==> config.mk <==
export PLATFORM = sky130hd
export DESIGN_NAME = tbpwm_top
export DESIGN_NICKNAME = d
export VERILOG_FILES = /design/src/rtl/tbpwm_pkg.sv /design/src/rtl/tbpwm_prescale.sv /design/src/rtl/tbpwm_res.sv /design/src/rtl/tbpwm_top.sv
export VERILOG_INCLUDE_DIRS = /design/src /design/src/rtl
export SDC_FILE = /design/constraint.sdc
export NUM_CORES = 1
export LEC_CHECK = 0
export ABC_CLOCK_PERIOD_IN_PS = 6700
export BUFFER_PORTS_ARGS = -buffer_cell sky130_fd_sc_hd__clkbuf_2
export CORE_ASPECT_RATIO = 0.8
export CORE_MARGIN = 2
export CORE_UTILIZATION = 45
export DETAILED_ROUTE_END_ITERATION = 8
export PLACE_DENSITY = 0.62
export SLEW_MARGIN = 40
export SYNTH_ARGS = -nofsm -noshare
export SYNTH_HDL_FRONTEND = slang
export SYNTH_SLANG_ARGS = --single-unit
==> constraint.sdc <==
create_clock -name clock_i -period 6.7 [get_ports clock_i]
set_clock_uncertainty 0.2 [all_clocks]
set_input_delay 0.67 -clock clock_i [delete_from_list [all_inputs] [get_ports clock_i]]
set_output_delay 0.67 -clock clock_i [all_outputs]
set_load 0.05 [all_outputs]
==> src/rtl/tbpwm_params.svh <==
`ifndef TBPWM_PARAMS_SVH
`define TBPWM_PARAMS_SVH

// register offsets on the plain register port
`define TBPWM_A_DUTY_UP   3'h0
`define TBPWM_A_DUTY_LO   3'h1
`define TBPWM_A_CTRL      3'h2
`define TBPWM_A_TCTRL     3'h3
`define TBPWM_A_LIMIT     3'h4
`define TBPWM_A_COUNT     3'h5
`define TBPWM_A_RES       3'h6

// field positions
`define TBPWM_F_EN        7
`define TBPWM_F_OUT       5
`define TBPWM_F_POL       4
`define TBPWM_F_ON        7
`define TBPWM_F_CKPS_HI   6
`define TBPWM_F_CKPS_LO   4
`define TBPWM_F_DLO_HI    7
`define TBPWM_F_DLO_LO    6

// reset values
`define TBPWM_RST_DUTY_UP 8'h00
`define TBPWM_RST_DUTY_LO 2'h0
`define TBPWM_RST_LIMIT   8'hff
`define TBPWM_RST_CKPS    3'h0

// timing: last sub-count step before the timer steps, and resolution floor
`define TBPWM_SUB_LAST    2'h3
`define TBPWM_RES_BASE    4'h2

`endif

==> src/rtl/tbpwm_pkg.sv <==
package tbpwm_pkg;

  // register port request, one cycle long
  typedef struct packed {
    logic [2:0] addr;   // register offset
    logic [7:0] wdata;  // write data
    logic       wr;     // write strobe
    logic       rd;     // read strobe
  } tbpwm_bus_s;

  // whole state of the main module
  typedef struct packed {
    logic [7:0] duty_up;  // duty bits 9..2
    logic [1:0] duty_lo;  // duty bits 1..0
    logic       en;       // module enable, drives pin direction
    logic       output_polarity_select;      // output polarity select
    logic       ton;      // period timer on
    logic [2:0] ckps;     // timer prescale select
    logic [7:0] limit;    // period limit value
    logic [7:0] tmr;      // period timer count
    logic [1:0] sub;      // low-order sub-count
    logic [9:0] duty;     // duty value in use this period
    logic       pin;      // pin level
    logic       oe;       // pin output enable
    logic [7:0] rdata;    // read data
  } tbpwm_main_s;

  // prescaler state
  typedef struct packed {
    logic [6:0] cnt;  // edges since last tick
  } tbpwm_pre_s;

endpackage : tbpwm_pkg

==> src/rtl/tbpwm_prescale.sv <==
`timescale 1ns/100ps
`include "tbpwm_params.svh"

// divides the system clock by 1..128 into a one-cycle tick
module tbpwm_prescale
  import tbpwm_pkg::*;
(
  input  logic       clock_i,  // system clock
  input  logic       rst_i,    // sync reset, active high
  input  logic       run_i,    // count enable (timer on, awake)
  input  logic       clr_i,    // restart division
  input  logic [2:0] ckps_i,   // prescale select
  output logic       tick_o    // one-cycle timer clock
);

  tbpwm_pre_s s;       // current state
  tbpwm_pre_s next_s;  // next state
  logic [6:0] last;    // terminal count for this ratio

  // terminal count is ratio minus one; code n gives 2**n
  always_comb begin
    last   = 7'((8'h01 << ckps_i) - 8'h01);
    // at or past the end, so a ratio cut short mid-count ticks at once
    // instead of running the counter round through all 128 steps
    tick_o = run_i && (s.cnt >= last);
    next_s = s;
    if (clr_i) begin
      next_s.cnt = 7'h00;
    end else if (run_i) begin
      // frozen while asleep so the phase survives a nap
      next_s.cnt = tick_o ? 7'h00 : 7'(s.cnt + 7'h01);
    end
  end

  // state register
  always_ff @(posedge clock_i) begin
    if (rst_i) begin
      s <= '0;
    end else begin
      s <= next_s;
    end
  end

endmodule : tbpwm_prescale

==> src/rtl/tbpwm_res.sv <==
`timescale 1ns/100ps
`include "tbpwm_params.svh"

// resolution in bits: floor(log2(4 * (limit + 1)))
module tbpwm_res
  import tbpwm_pkg::*;
(
  input  logic [7:0] limit_i,  // period limit value
  output logic [3:0] bits_o    // resolution in whole bits
);

  logic [8:0] steps;  // limit plus one, never zero

  // position of the top set bit, plus two for the sub-count
  always_comb begin
    steps  = 9'({1'b0, limit_i} + 9'h001);
    bits_o = `TBPWM_RES_BASE;
    for (int i = 1; i < 9; i++) begin
      if (steps[i]) begin
        bits_o = 4'(i + 2);
      end
    end
  end

endmodule : tbpwm_res

==> src/rtl/tbpwm_top.sv <==
// Added by the designer: the strobed register port and the register addresses.
`timescale 1ns/100ps
`include "tbpwm_params.svh"

// Operation
// - count at limit clears on the tick that wraps the sub-count
// - resolution is log2 of 4*(limit+1)
// - duty above period holds pin level
// - sleep freezes timer, state and pin
// - wake resumes count where it stopped
// - reset: pin input, registers to defaults
// - upper duty register holds bits 9..2
// - lower register bits 7..6, rest zero
// - timebase comes from system clock
// - prescale codes 0..7 divide 1..128
module tbpwm_top
  import tbpwm_pkg::*;
(
  input  logic       clock_i,   // system clock, 125 MHz
  input  logic       rst_i,     // sync reset, active high
  input  tbpwm_bus_s bus_i,     // register port request
  input  logic       sleep_i,   // device asleep, level
  output logic [7:0] rdata_o,   // read data, cycle after strobe
  output logic       pwm_o,     // pwm pin level
  output logic       pwm_oe_o   // pwm pin driven when high
);

  tbpwm_main_s s;         // current state
  tbpwm_main_s next_s;    // next state
  logic        tick;      // one timer clock from the prescaler
  logic        run;       // timer may advance this cycle
  logic        wrap;      // sub-count leaves its last step
  logic        roll;      // period ends on this tick
  logic [9:0]  cnt;       // 10-bit position in the period
  logic [10:0] period;    // period length in sub-count steps
  logic        ovr;       // duty exceeds period
  logic        active;    // pulse part of the period
  logic [3:0]  res_bits;  // current resolution

  // timer clock is system clock through the prescaler
  assign run = s.ton && !sleep_i;

  tbpwm_prescale u_pre (
    .clock_i (clock_i),
    .rst_i   (rst_i),
    .run_i   (run),
    .clr_i   (!s.ton),
    .ckps_i  (s.ckps),
    .tick_o  (tick)
  );

  tbpwm_res u_res (
    .limit_i (s.limit),
    .bits_o  (res_bits)
  );

  // period decode and comparator
  always_comb begin
    wrap   = tick && (s.sub == `TBPWM_SUB_LAST);
    roll   = wrap && (s.tmr == s.limit);
    cnt    = {s.tmr, s.sub};
    period = 11'({1'b0, s.limit, 2'h0} + 11'h004);
    ovr    = ({1'b0, s.duty} > period);
    active = (cnt < s.duty);
  end

  // next state: register port, timer, duty latch, pin
  always_comb begin
    next_s       = s;
    next_s.rdata = 8'h00;

    // writes from the register port
    if (bus_i.wr) begin
      case (bus_i.addr)
        `TBPWM_A_DUTY_UP: begin
          next_s.duty_up = bus_i.wdata;
        end
        `TBPWM_A_DUTY_LO: begin
          next_s.duty_lo = bus_i.wdata[`TBPWM_F_DLO_HI:`TBPWM_F_DLO_LO];
        end
        `TBPWM_A_CTRL: begin
          next_s.en  = bus_i.wdata[`TBPWM_F_EN];
          next_s.output_polarity_select = bus_i.wdata[`TBPWM_F_POL];
        end
        `TBPWM_A_TCTRL: begin
          next_s.ton  = bus_i.wdata[`TBPWM_F_ON];
          next_s.ckps = bus_i.wdata[`TBPWM_F_CKPS_HI:`TBPWM_F_CKPS_LO];
        end
        `TBPWM_A_LIMIT: begin
          next_s.limit = bus_i.wdata;
        end
        default: begin
          // count and resolution are read only; others unmapped
        end
      endcase
    end

    // reads answer in the next cycle; unmapped offsets read zero
    if (bus_i.rd) begin
      case (bus_i.addr)
        `TBPWM_A_DUTY_UP: begin
          next_s.rdata = s.duty_up;
        end
        `TBPWM_A_DUTY_LO: begin
          next_s.rdata = {s.duty_lo, 6'h00};
        end
        `TBPWM_A_CTRL: begin
          next_s.rdata[`TBPWM_F_EN]  = s.en;
          next_s.rdata[`TBPWM_F_OUT] = s.pin;
          next_s.rdata[`TBPWM_F_POL] = s.output_polarity_select;
        end
        `TBPWM_A_TCTRL: begin
          next_s.rdata[`TBPWM_F_ON] = s.ton;
          next_s.rdata[`TBPWM_F_CKPS_HI:`TBPWM_F_CKPS_LO] = s.ckps;
        end
        `TBPWM_A_LIMIT: begin
          next_s.rdata = s.limit;
        end
        `TBPWM_A_COUNT: begin
          next_s.rdata = s.tmr;
        end
        `TBPWM_A_RES: begin
          next_s.rdata = {4'h0, res_bits};
        end
        default: begin
          next_s.rdata = 8'h00;
        end
      endcase
    end

    // timer advances only on a tick, so sleep and off both hold it
    if (tick) begin
      next_s.sub = 2'(s.sub + 2'h1);
      if (roll) begin
        next_s.tmr = 8'h00;
      end else if (wrap) begin
        next_s.tmr = 8'(s.tmr + 8'h01);
      end
    end

    // duty is double-buffered: taken only at the period boundary,
    // or freely while the timer is off, so no runt pulse appears
    if (roll || !s.ton) begin
      next_s.duty = {s.duty_up, s.duty_lo};
    end

    // pin follows the comparator unless asleep, disabled or oversize
    if (s.en && !sleep_i && !ovr) begin
      next_s.pin = active ^ s.output_polarity_select;
    end

    // direction follows enable; reset leaves the pin an input
    next_s.oe = s.en;
  end

  // state register with synchronous reset
  always_ff @(posedge clock_i) begin
    if (rst_i) begin
      s         <= '0;
      s.duty_up <= `TBPWM_RST_DUTY_UP;
      s.duty_lo <= `TBPWM_RST_DUTY_LO;
      s.limit   <= `TBPWM_RST_LIMIT;
      s.ckps    <= `TBPWM_RST_CKPS;
    end else begin
      s <= next_s;
    end
  end

  // outputs straight from flops
  assign rdata_o  = s.rdata;
  assign pwm_o    = s.pin;
  assign pwm_oe_o = s.oe;
endmodule : tbpwm_top

==> results.md <==
STA:
- The total of endpoints with negative setup slack in the final report is 0.
- Setup repair after global routing left no endpoint under its margin.
- The total count of max-transition violations in the final report is 0.
- The clock period could shrink to roughly 3.7 ns.
- The worst path uses between 50% and 60% of the clock period.
- The worst slew slack as a fraction of its limit is between 40% and 50%.
- For the pin with the worst max-slew slack, the measured transition is about 0.80 ns.
- Across all hold checks on the routed design, the worst slack comes to between 0.2 and 0.3 ns.
- The hold violation count in the final report is 0.
- The final-layout setup total negative slack is 0 ns.
- The maximum clock rate is 269 MHz.

Die:
- After floorplanning, the core was sized to cover approximately 7900 sq um.
- The number of core rows is 29.
- The area enclosed by the die boundary is about 9000 sq um.
- The total I/O pin count is 26.
- In this run the vertical extent of the chip is 84.1 um.
- The initial utilization of the core area, before any placement, comes to about 46%.
- The width of the chip is around 100 um.

Synth:
- The top cell type by area accounts for approximately 34% of the synthesized area.
- In this run, synthesis inferred 0 flip-flops with an integrated enable.
- The mapped cell area is 3610 sq um.
- After synthesis, the netlist uses 47 different library cells.
- The share of synthesized registers carrying an async set or reset is 0%.
- Of the synthesized area, sequential elements account for around a third.
- By count the netlist is led by 61 x sky130_fd_sc_hd__dfxtp_1, 50 x sky130_fd_sc_hd__nor2_1, 33 x sky130_fd_sc_hd__nand2_1.
- The number of nets in the synthesized netlist is ~460.
- The leading area contributor after synthesis is sky130_fd_sc_hd__dfxtp_1.
- The total number of yosys warnings is 0.
- The flip-flop and latch count after synthesis is between 60 and 70.
- The post-synthesis cell count is around 420.
- The dominant cell by count in the synthesized netlist is sky130_fd_sc_hd__dfxtp_1.
- The synthesized area per cell is 8.62 sq um.
- The leading register cell type out of synthesis is sky130_fd_sc_hd__dfxtp_1.
- Yosys attributes the largest share of cell area to sky130_fd_sc_hd__dfxtp_1 34%, sky130_fd_sc_hd__ha_1 10%, sky130_fd_sc_hd__mux2i_1 6.9%, sky130_fd_sc_hd__nor2_1 5.2%, sky130_fd_sc_hd__xor2_1 4.6%.

Layout:
- The fill cell total of the finished layout is between 700 and 800.
- The synthesis-to-finish area growth is 9.19%.
- The number of antenna diodes in the final layout is 0.
- Cells with a size suffix above 1 make up about an eighth of the layout.
- After the last flow step, the layout net total stands at 470.

CTS:
- The buffers inserted during post-CTS setup optimization is 0.
- The total CTS buffers is 9.
- CTS saw a little over 60 sinks.
- The CTS root buffer is sky130_fd_sc_hd__clkbuf_8.
- CTS built an H-tree with a depth of 3.
- The maximum buffer depth of the clock tree is 2.
- The clock transition at the register clock pins on the worst setup and hold paths after CTS is approximately 0.070 ns.
- The later-pin clock latency in the skew report is approximately 0.35 ns.
- The number of resized instances in the post-cts repair step is 0.
- TritonCTS built the clock tree.
- For this design, the CTS-stage hold fixing added 0 buffers.

Global route:
- For met1 alone, demand over resource in global routing was between 30% and 40%.
- Global routing consumed, over all layers together, 21.3% of the routing resources.
- The first global-routing pass estimated about 14000 um of wire.
- The most used routing layer is met1.
- The met2 capacity usage during global routing is 28.9%.
- Entering global routing, the biggest net connects 42 pins.
- The via count of the first global-routing pass came to ~2700.
- The routing usage on met3 is under 10%.
- The remaining global-route overflow is 0.
- The number of antenna violations at the first check in global routing is 0.

Routing:
- For this run, design rule violations remaining after detail routing come to 0.
- The average vias per placed instance is about 5.4.
- Wires add up to about 8600 um.
- The number of detailed-route iterations in the first pass is 4.
- The initial DRC count is around 210.
- The average wire length per cell after detail routing is between 15 and 20 um.
- The via count is between 2000 and 3000.
- The count of nets left with antenna violations once routing finished came out at 0.

Setup path:
- For the worst setup path, the data arrival time is 3.71 ns.
- STA puts the critical path data required time at around 6.7 ns.
- The kind of start point of the critical path is a flip-flop.
- The highest-delay cell along the critical path is sky130_fd_sc_hd__o21ai_2.
- The critical path is of the flip-flop to flip-flop type.
- The delay of the slowest critical-path stage is between 0.6 and 0.7 ns.
- Of all nets on the critical path, the largest fanout is 12.
- The endpoint class of the critical path is a flip-flop.
- The register-to-register path setup slack is ~3.0 ns.
- The signal on the critical path passes through or3_1, ha_1, xor2_1, nor2_1, a21oi_1, ha_1, and4b_1, nand3_1, o21a_1, o21ai_2, mux2i_1, nor2_1.

Power:
- The total power divided by cell area is roughly 210 nW/um^2.
- VDD sags by at most approximately 0.11 mV.
- The leakage dissipation is around 0.0016 uW.

Place:
- The congestion estimate from routability-driven global placement came to roughly 0.95.
- The HPWL after detailed placement is roughly 6400 um.
- During placement, the flow inserted port buffers numbering 25.

Hold path:
- In this run the worst hold path is classified as flip-flop to flip-flop.

Job:
- Across the run, the number of max-cap violations was 0.

Outcome:
- The run finished with clean final reports.
==> final timing paths <==
| path | to | cells after the start | from |
|---|---|---|---|
| worst max-delay path | s[19]$_SDFFE_PP0P_ | 12 | s[38]$_SDFFE_PP0P_ |
| worst min-delay path | s[12]$_SDFFE_PP0P_ | 2 | s[12]$_SDFFE_PP0P_ |
| worst max register to register | s[19]$_SDFFE_PP0P_ | 12 | s[38]$_SDFFE_PP0P_ |
| worst min register to register | s[12]$_SDFFE_PP0P_ | 2 | s[12]$_SDFFE_PP0P_ |
==> kinds of logic after synthesis <==
group / after synthesis / synth area share, %
simple gates: 149 / 20.5
compound gates: 73 / 13.5
flops: 61 / 33.8
buf+inv: 46 / 5.96
mux: 32 / 9.12
xor+xnor: 29 / 7.04
fa+ha+maj: 29 / 10.1
==> registers in the layout (all words and copies together) (netlist names) <==
register / count
cnt: 10
next_s: 1
pwm_o: 1
pwm_oe_o: 1
rdata_o: 8
s: 33
u_pre.s: 7
==> through the flow <==
step	power [uW]	cells	util, %	area [sq um]	setup WS (ns)
6_report	836	538	50.1	3940	2.98
5_1_grt	872	538	50.1	3940	2.74
4_1_cts	841	538	50.1	3940	3.00
3_5_place_dp	479	522	47.3	3730	3.02
3_3_place_gp	477	522	47.2	3710	2.87
2_1_floorplan	454	419	-	3610	3.55
==> per-layer routing <==
metal | up-vias | part of all wire (%)
li1 | 1466 | -
met1 | 1346 | 50
met2 | 75 | 40
met3 | 17 | 8.0
met4 | 0 | 1.7
met5 | - | 0
==> final cells by class <==
| type | count | area [sq um] | share of cell area, % |
|---|---|---|---|
| Clock buffer | 10 | 128 | 3.24 |
| Timing Repair Buffer | 25 | 125 | 3.17 |
| Clock inverter | 6 | 87.6 | 2.22 |
| Multi-Input combinational cell | 312 | 2180 | 55.4 |
| Tap cell | 108 | 135 | 3.43 |
| Sequential cell | 61 | 1220 | 31.0 |
| Inverter | 16 | 60.1 | 1.52 |
==> critical path: cells and delay by family (launching register included) <==
kind | cells | cell delay, ns
AND/OR/NAND/NOR | 5 | 0.88
adder cells (fa/ha/maj) | 2 | 0.59
multiplexers | 1 | 0.28
XOR/XNOR | 1 | 0.18
flip-flops | 1 | 0.39
AO/OA/AOI/OAI | 3 | 1.06
==> placed cells by master (no fill, tap or decap), types with 2 or more instances in the layout <==
cell                         synthesis  layout
sky130_fd_sc_hd__inv_1              16      16
sky130_fd_sc_hd__a31oi_1             6       6
sky130_fd_sc_hd__dfxtp_1            61      61
sky130_fd_sc_hd__xnor2_1            10      10
sky130_fd_sc_hd__nor3b_1             2       2
sky130_fd_sc_hd__mux2_2              7       7
sky130_fd_sc_hd__nand2b_1            5       5
sky130_fd_sc_hd__a21o_1              5       5
sky130_fd_sc_hd__nand2_1            33      33
sky130_fd_sc_hd__nor4_1              2       2
sky130_fd_sc_hd__nor2b_1            16      15
sky130_fd_sc_hd__o22ai_1             4       4
sky130_fd_sc_hd__nor4b_2             2       2
sky130_fd_sc_hd__a22oi_1             9       9
sky130_fd_sc_hd__o21ai_0             6       6
sky130_fd_sc_hd__nand4_1             7       7
sky130_fd_sc_hd__bufinv_16           0       2
sky130_fd_sc_hd__a21oi_1            22      22
sky130_fd_sc_hd__clkbuf_2            0      24
sky130_fd_sc_hd__ha_1               29      29
sky130_fd_sc_hd__mux2i_1            25      25
sky130_fd_sc_hd__nand3b_1            2       2
sky130_fd_sc_hd__nand3_1            12      12
sky130_fd_sc_hd__a211o_1             9       9
sky130_fd_sc_hd__o21bai_1            2       2
sky130_fd_sc_hd__or3_1               4       4
sky130_fd_sc_hd__and2_1              5       5
sky130_fd_sc_hd__nor3_1              3       2
sky130_fd_sc_hd__clkbuf_8            0       9
sky130_fd_sc_hd__xor2_1             19      19
sky130_fd_sc_hd__clkinvlp_4          0       3
sky130_fd_sc_hd__nor2_1             50      50
==> power by group <==
group	internal [uW]	switching, uW	total (uW)	leakage (uW)
clock network	209	155	364	0.0000985
logic	37.6	58.2	95.8	0.00106
registers	368	8.28	376	0.000493
total	614	222	836	0.00165
(Power assumes the default switching activity.)
